<file path="src/nco_pkg.sv">
// Constants shared by both ends of the parallel tuning-word load port.
// Assumes a single 200 MHz clock on both ends; pins cross as async levels.
`default_nettype none

package nco_pkg;
  // ==========================================================
  // Widths
  localparam int DATA_W   = 16;
  localparam int ADDR_W   = 3;
  localparam int TUNE_W   = 32;
  localparam int OFFSET_W = 12;
  localparam int DAC_W    = 10;
  localparam int PIN_W    = 6 + ADDR_W + DATA_W;

  // ==========================================================
  // Destination address codes
  localparam logic [2:0] ADDR_TUNE_A_LO = 3'h0;
  localparam logic [2:0] ADDR_TUNE_A_HI = 3'h1;
  localparam logic [2:0] ADDR_TUNE_B_LO = 3'h2;
  localparam logic [2:0] ADDR_TUNE_B_HI = 3'h3;
  localparam logic [2:0] ADDR_OFFSET_0  = 3'h4;
  localparam logic [2:0] ADDR_OFFSET_1  = 3'h5;
  localparam logic [2:0] ADDR_OFFSET_2  = 3'h6;
  localparam logic [2:0] ADDR_OFFSET_3  = 3'h7;

  // ==========================================================
  // Reset values
  localparam logic [31:0] TUNE_RESET   = 32'h0000_0000;
  localparam logic [11:0] OFFSET_RESET = 12'h000;
  localparam logic [31:0] ACC_RESET    = 32'h0000_0000;
  localparam logic [9:0]  DAC_MID      = 10'h200;
  // Pin idle levels: strobe, reset, sleep high; rest low
  localparam logic [24:0] PIN_IDLE     = 25'h1C0_0000;

  // ==========================================================
  // Timing
  localparam int CLK_PERIOD_NS = 5;
  localparam int WR_LOW_NS     = 10;
  localparam int WR_LOW_CYC    =
    (WR_LOW_NS + CLK_PERIOD_NS - 1) / CLK_PERIOD_NS;
  // Data held past strobe rise: covers the two-flop delay
  localparam int WR_HOLD_CYC   = 3;
  localparam int CNT_W         = 4;
endpackage

`default_nettype wire

</file>
<file path="src/nco_if.sv">
// Pin bundle of the parallel load port and its select/control pins.
// Host drives every pin; the device only listens.
`default_nettype none

interface nco_if;
  logic [15:0] data;
  logic [2:0]  addr;
  logic        wr_n;
  logic        tuning_select;
  logic        offset_select_lo;
  logic        offset_select_hi;
  logic        sleep_n;
  logic        reset_n;

  modport device
  (
    input data, addr, wr_n, tuning_select,
    input offset_select_lo, offset_select_hi, sleep_n, reset_n
  );
  modport host
  (
    output data, addr, wr_n, tuning_select,
    output offset_select_lo, offset_select_hi, sleep_n, reset_n
  );
endinterface

`default_nettype wire

</file>
<file path="src/nco_device.sv">
// Device end: tuning/offset registers, phase accumulator, sine, DAC code.
// Assumes all pins are asynchronous to the clock; each gets two flops.
`default_nettype none

module nco_device
  import nco_pkg::*;
(
  input  wire logic       clock,
  input  wire logic       nrst,
  nco_if.device           pins,
  output logic [9:0]      dac_code,
  output logic            dac_enable,
  output logic            reference_output_enable
);
  // ==========================================================
  // Sine lookup: parabolic half-wave, offset binary
  function automatic logic [9:0] sine_lookup(input logic [11:0] ph);
    logic [10:0] h;
    logic [21:0] prod;
    logic [10:0] mag;
    logic [8:0]  amp;
    h    = ph[10:0];
    prod = 22'(h) * 22'(12'h800 - {1'b0, h});
    mag  = prod[21:11];
    // Peak 512 would overflow the top half; clip to 511
    amp  = (mag > 11'h1FF) ? 9'h1FF : mag[8:0];
    if (ph[11])
      sine_lookup = DAC_MID - {1'b0, amp};
    else
      sine_lookup = DAC_MID + {1'b0, amp};
  endfunction

  // ==========================================================
  // Pin synchronisers
  logic [24:0] pin_raw;
  logic [24:0] sync1_r;
  logic [24:0] sync2_r;
  logic        wr_prev_r;

  assign pin_raw =
  {
    pins.wr_n, pins.reset_n, pins.sleep_n, pins.tuning_select,
    pins.offset_select_hi, pins.offset_select_lo, pins.addr,
    pins.data
  };

  always_ff @(posedge clock or negedge nrst)
  begin
    if (!nrst)
    begin
      sync1_r <= PIN_IDLE;
      sync2_r <= PIN_IDLE;
    end
    else
    begin
      sync1_r <= pin_raw;
      sync2_r <= sync1_r;
    end
  end

  logic        wr_n_s;
  logic        reset_n_s;
  logic        awake_s;
  logic        tune_sel_s;
  logic [1:0]  off_sel_s;
  logic [2:0]  addr_s;
  logic [15:0] data_s;

  assign wr_n_s     = sync2_r[24];
  assign reset_n_s  = sync2_r[23];
  assign awake_s    = sync2_r[22];
  assign tune_sel_s = sync2_r[21];
  assign off_sel_s  = sync2_r[20:19];
  assign addr_s     = sync2_r[18:16];
  assign data_s     = sync2_r[15:0];

  always_ff @(posedge clock or negedge nrst)
  begin
    if (!nrst)
      wr_prev_r <= 1'b1;
    else
      wr_prev_r <= wr_n_s;
  end

  // One pulse per strobe rise, so a write loads once
  logic wr_rise;
  assign wr_rise = wr_n_s && !wr_prev_r && awake_s;

  // ==========================================================
  // Destination registers
  logic [31:0] tuning_word_a_r;
  logic [31:0] tuning_word_b_r;
  logic [11:0] phase_offset_r [0:3];

  always_ff @(posedge clock or negedge nrst)
  begin
    if (!nrst)
    begin
      tuning_word_a_r <= TUNE_RESET;
      tuning_word_b_r <= TUNE_RESET;
    end
    else if (wr_rise)
    begin
      case (addr_s)
        ADDR_TUNE_A_LO: tuning_word_a_r[15:0]  <= data_s;
        ADDR_TUNE_A_HI: tuning_word_a_r[31:16] <= data_s;
        ADDR_TUNE_B_LO: tuning_word_b_r[15:0]  <= data_s;
        ADDR_TUNE_B_HI: tuning_word_b_r[31:16] <= data_s;
        default: ;
      endcase
    end
  end

  always_ff @(posedge clock or negedge nrst)
  begin
    if (!nrst)
    begin
      phase_offset_r[0] <= OFFSET_RESET;
      phase_offset_r[1] <= OFFSET_RESET;
      phase_offset_r[2] <= OFFSET_RESET;
      phase_offset_r[3] <= OFFSET_RESET;
    end
    else if (wr_rise && addr_s[2])
      phase_offset_r[addr_s[1:0]] <= data_s[11:0];
  end

  // ==========================================================
  // Phase accumulator
  logic [31:0] acc_r;
  logic [31:0] tune_step;

  assign tune_step = tune_sel_s ? tuning_word_b_r
                                : tuning_word_a_r;

  always_ff @(posedge clock or negedge nrst)
  begin
    if (!nrst)
      acc_r <= ACC_RESET;
    else if (!reset_n_s)
      acc_r <= ACC_RESET;
    else if (awake_s)
      acc_r <= acc_r + tune_step;
  end

  // ==========================================================
  // Offset, truncation, sine, DAC code
  logic [11:0] lut_addr;

  // Offset goes on the top bits; the rest is dropped
  assign lut_addr = acc_r[31:20]
                  + phase_offset_r[off_sel_s];

  always_ff @(posedge clock or negedge nrst)
  begin
    if (!nrst)
      dac_code <= DAC_MID;
    else if (awake_s)
      dac_code <= sine_lookup(lut_addr);
  end

  always_ff @(posedge clock or negedge nrst)
  begin
    if (!nrst)
    begin
      dac_enable              <= 1'b0;
      reference_output_enable <= 1'b0;
    end
    else
    begin
      dac_enable              <= awake_s;
      reference_output_enable <= awake_s;
    end
  end
endmodule

`default_nettype wire

</file>
<file path="src/flat_wrapper.sv">
// flat-port wrapper written by rule: the top's interface ports become plain ports
module nco_device_flat import nco_pkg::*;
  (clock, nrst, dac_code, dac_enable, reference_output_enable, pins_data, pins_addr, pins_wr_n, pins_tuning_select, pins_offset_select_lo, pins_offset_select_hi, pins_sleep_n, pins_reset_n);
  nco_if pins_i ();
  input  wire logic clock;
  input  wire logic nrst;
  output logic [9:0] dac_code;
  output logic dac_enable;
  output logic reference_output_enable;
  input wire logic [$bits(pins_i.data)-1:0] pins_data;
  input wire logic [$bits(pins_i.addr)-1:0] pins_addr;
  input wire logic [$bits(pins_i.wr_n)-1:0] pins_wr_n;
  input wire logic [$bits(pins_i.tuning_select)-1:0] pins_tuning_select;
  input wire logic [$bits(pins_i.offset_select_lo)-1:0] pins_offset_select_lo;
  input wire logic [$bits(pins_i.offset_select_hi)-1:0] pins_offset_select_hi;
  input wire logic [$bits(pins_i.sleep_n)-1:0] pins_sleep_n;
  input wire logic [$bits(pins_i.reset_n)-1:0] pins_reset_n;
  assign pins_i.data = pins_data;
  assign pins_i.addr = pins_addr;
  assign pins_i.wr_n = pins_wr_n;
  assign pins_i.tuning_select = pins_tuning_select;
  assign pins_i.offset_select_lo = pins_offset_select_lo;
  assign pins_i.offset_select_hi = pins_offset_select_hi;
  assign pins_i.sleep_n = pins_sleep_n;
  assign pins_i.reset_n = pins_reset_n;
  nco_device u_core (.clock(clock), .nrst(nrst), .pins(pins_i), .dac_code(dac_code), .dac_enable(dac_enable), .reference_output_enable(reference_output_enable));
endmodule
</file>
<file path="config.mk">
export PLATFORM = sky130hd
export DESIGN_NAME = nco_device_flat
export DESIGN_NICKNAME = d
export VERILOG_FILES = /design/src/nco_pkg.sv /design/src/nco_if.sv /design/src/nco_device.sv /design/src/flat_wrapper.sv
export SDC_FILE = /design/constraint.sdc
export NUM_CORES = 1
export LEC_CHECK = 0
export BUFFER_PORTS_ARGS = -buffer_cell sky130_fd_sc_hd__buf_2
export CAP_MARGIN = 15
export CORE_AREA = 3 3 245 247
export CTS_CLUSTER_SIZE = 8
export DETAILED_ROUTE_END_ITERATION = 10
export DIE_AREA = 0 0 248 250
export REMOVE_ABC_BUFFERS = 1
export SLEW_MARGIN = 10
export SYNTH_ARGS = -nofsm -noshare
export SYNTH_HDL_FRONTEND = slang
export SYNTH_SLANG_ARGS = --single-unit
</file>
<file path="constraint.sdc">
create_clock -name clock -period 26.4 [get_ports clock]
set_input_delay 2.64 -clock clock [delete_from_list [all_inputs] [get_ports clock]]
set_output_delay 2.64 -clock clock [all_outputs]
set_load 0.02 [all_outputs]
</file>
==> results.toml <==
[detailed_routing]
ant_nets = 0
wl_per_cell_um = 15.5
drtIter0Drc = 662
vias = 9778
drtPass1Iterations = 5
routed_via_density = 4.53
routed_wl_um = 33300
drc = 0

[cts]
post_cts_resize_count = 0
cts_tree = "built"
cts_setup_buffers = 0
hold_buffers = 0
clkLatencyLatePin_ns = 0.57
clkSinkCount = 206
clk_pin_slew_ns = 0.06
numCtsBuffers = 30
clk_path_buf_depth = 3
root_buffer = "clkbuf_16"
cts-htree-levels = 1

[yosys]
synth.avg_cell_area_um2 = 10.9
ys_warn_count = 0
synth_cells = 1333
synth_area_mm2 = 0.0145
yosysSeqAreaShare_pct = 35.6
synth_edf_count = 0
synth.distinct_cells = 79
yosys.area.top_type_share_pct = 34.2
synth_seq_cells = 206
synth_area_leaders = "dfrtp_1 34%, fa_1 12%, mux2_2 11%"
synth_largest_area_cell = "dfrtp_1"
synth_async_sr_flop_share_pct = 100
synth_flop_cell = "dfrtp_1"

[timing]
tightest_slew_ns = 1.18
rsz0062_at_grt = "no"
report.final.slew_viol_count = 0
clock.fmax_mhz = 92.9
holdWs_ns = 0.341
slew_headroom_pct = 21.1
finalHoldViolCount = 0
fin_tns_setup_ns = 0
post-route-period-util_pct = 40.8
fin_skew_ns = 0.0165
setup_ws_ns = 15.64
setup_viol = 0
fin_crit_ns = 10.76

[flow_run]
maxCapViolations = 0

[global_route]
grt_max_degree = 79
grt-ovfl-total = 0
grt_pass1_wl_um = 54600
antenna_found_initial = 1
grt_usage_pct = 10.9
first_global_vias = 10100

[outcome]
status = "completed"

[worst_setup_path]
critPathRequiredTime_ns = 26.85
cp_max_fo = 12
path_class = "reg2reg"
end_kind = "flip-flop"
max_stage_delay_ns = 0.85
rrSetupSlack_ns = 15.64
critPathSlowestCell = "dfrtp_1"
critPathArrivalTime_ns = 11.22
cp-start-kind = "flip-flop"
path_common_cell = "fa_1"

[floorplanning]
num_rows = 88
die-area_mm2 = 0.0620
dieHeight_um = 250
ios = 39
fp.coreArea_mm2 = 0.0578
start_util_pct = 25.1
dieWidth_um = 248

[final_layout]
areaGrowthSynthToFinish_pct = 13.4
num-nets-final = 1594
stdcell_count = 2157
nFillCells = 5973
mostFrequentLayoutCell = "dfrtp_1"
drive_gt1_share_pct = 19.6
final_cell_mix = "198 x dfrtp_1, 145 x mux2_2, 131 x inv_1"
seqCellArea_mm2 = 0.00516
diodes = 0
multiInputGateArea_mm2 = 0.00866

[placed_design]
post-place-ws_ns = 15.60
numPortBuffers = 38
gp_congestion = 0.883
place_inst = 2101
post-dp-hpwl_um = 24300

[hold_path]
hold_path.class = "reg2reg"
-- routing by layer --
metal	up-vias	wire length [um]	global-route usage, %
met5	-	0	0
met1	4914	15900	15.1
met3	35	1390	1.68
li1	4628	-	-
met2	201	15600	18.1
met4	0	443	2.20
-- logic make-up (layout without fill, tap and decap cells) --
family	Yosys count	count (layout)	share of synthesized area, %
adders and majority gates	199	199	21.8
xor gates and xnor gates	44	44	2.71
and+or+nand+nor	320	320	11.0
AOI/OAI and AO/OA	199	199	9.37
buffers and inverters	186	237	4.91
DFF	206	206	35.6
muxes	177	177	14.5
other	2	10	0.0518
-- final cells by class --
| type | instances | share of cell area, % |
|---|---|---|
| Clock buffer | 53 | 5.09 |
| Clock inverter | 3 | 0.259 |
| Inverter | 133 | 3.04 |
| Multi-Input combinational cell | 949 | 52.7 |
| Sequential cell | 206 | 31.4 |
| Tap cell | 765 | 5.82 |
| Timing Repair Buffer | 48 | 1.67 |
-- registers in the layout, summed over array words and instances, names as in the netlist --
| register | flops |
|---|---|
| u_core.dac_enable | 1 |
| u_core.acc_r | 32 |
| u_core.wr_prev_r | 1 |
| u_core.tuning_word_b_r | 32 |
| u_core.dac_code | 10 |
| u_core.sync2_r | 25 |
| u_core.phase_offset_r | 48 |
| u_core.tuning_word_a_r | 32 |
| u_core.sync1_r | 25 |
-- worst max-delay path, delay by kind of cell, from the launching register on --
family	cells	cell delay, ns
adder cells (fa/ha/maj)	10	4.29
flip-flops	1	0.85
AND/OR/NAND/NOR	8	1.54
AO/OA/AOI/OAI	15	3.08
multiplexers	1	0.59
buffers and inverters	4	0.31
-- cell usage after synthesis, types with 3 or more instances --
| cell type | instances |
|---|---|
| a211o_1 | 3 |
| a211oi_1 | 11 |
| a211oi_2 | 3 |
| a21o_1 | 21 |
| a21o_2 | 3 |
| a21oi_1 | 54 |
| a311o_1 | 3 |
| a31oi_1 | 11 |
| and2_1 | 9 |
| and3_1 | 10 |
| buf_1 | 4 |
| buf_2 | 8 |
| clkbuf_1 | 40 |
| dfrtp_1 | 198 |
| dfstp_2 | 8 |
| fa_1 | 89 |
| ha_1 | 110 |
| inv_1 | 131 |
| mux2_2 | 145 |
| mux2i_1 | 20 |
| mux4_2 | 12 |
| nand2_1 | 51 |
| nand2b_1 | 46 |
| nand3_1 | 16 |
| nand3b_1 | 7 |
| nand4_1 | 4 |
| nand4b_1 | 5 |
| nor2_1 | 117 |
| nor2b_1 | 10 |
| nor3_1 | 14 |
| nor3b_1 | 5 |
| o211a_1 | 4 |
| o211ai_1 | 8 |
| o21a_1 | 6 |
| o21ai_0 | 30 |
| o21ai_1 | 6 |
| o21bai_1 | 7 |
| o31ai_1 | 3 |
| or2_2 | 5 |
| or3_1 | 9 |
| xnor2_1 | 26 |
| xor2_1 | 17 |
-- final timing paths --
path	start	end	depth (start not counted)
worst min register to register	u_core.sync1_r[10]$_DFF_PN0_	u_core.sync2_r[10]$_DFF_PN0_	0
worst max-delay path	u_core.sync2_r[19]$_DFF_PN0_	u_core.dac_code[8]$_DFFE_PN0P_	38
min in group asynchronous	nrst	u_core.sync1_r[5]$_DFF_PN0_	1
worst max register to register	u_core.sync2_r[19]$_DFF_PN0_	u_core.dac_code[8]$_DFFE_PN0P_	38
worst min-delay path	u_core.sync1_r[10]$_DFF_PN0_	u_core.sync2_r[10]$_DFF_PN0_	0
max in group asynchronous	nrst	u_core.dac_enable$_DFF_PN0_	3
-- through the flow --
| stage | util [%] | cell area (um^2) |
|---|---|---|
| after floorplan | - | 14300 |
| after CTS | 28.4 | 16400 |
| after global placement | 26.9 | 15600 |
| after detailed placement | 26.9 | 15600 |
| after global routing | 28.4 | 16400 |
| final | 28.4 | 16400 |
Power is not shown: default switching activity piles up to over one toggle a cycle in this logic, so the estimate is an artifact.
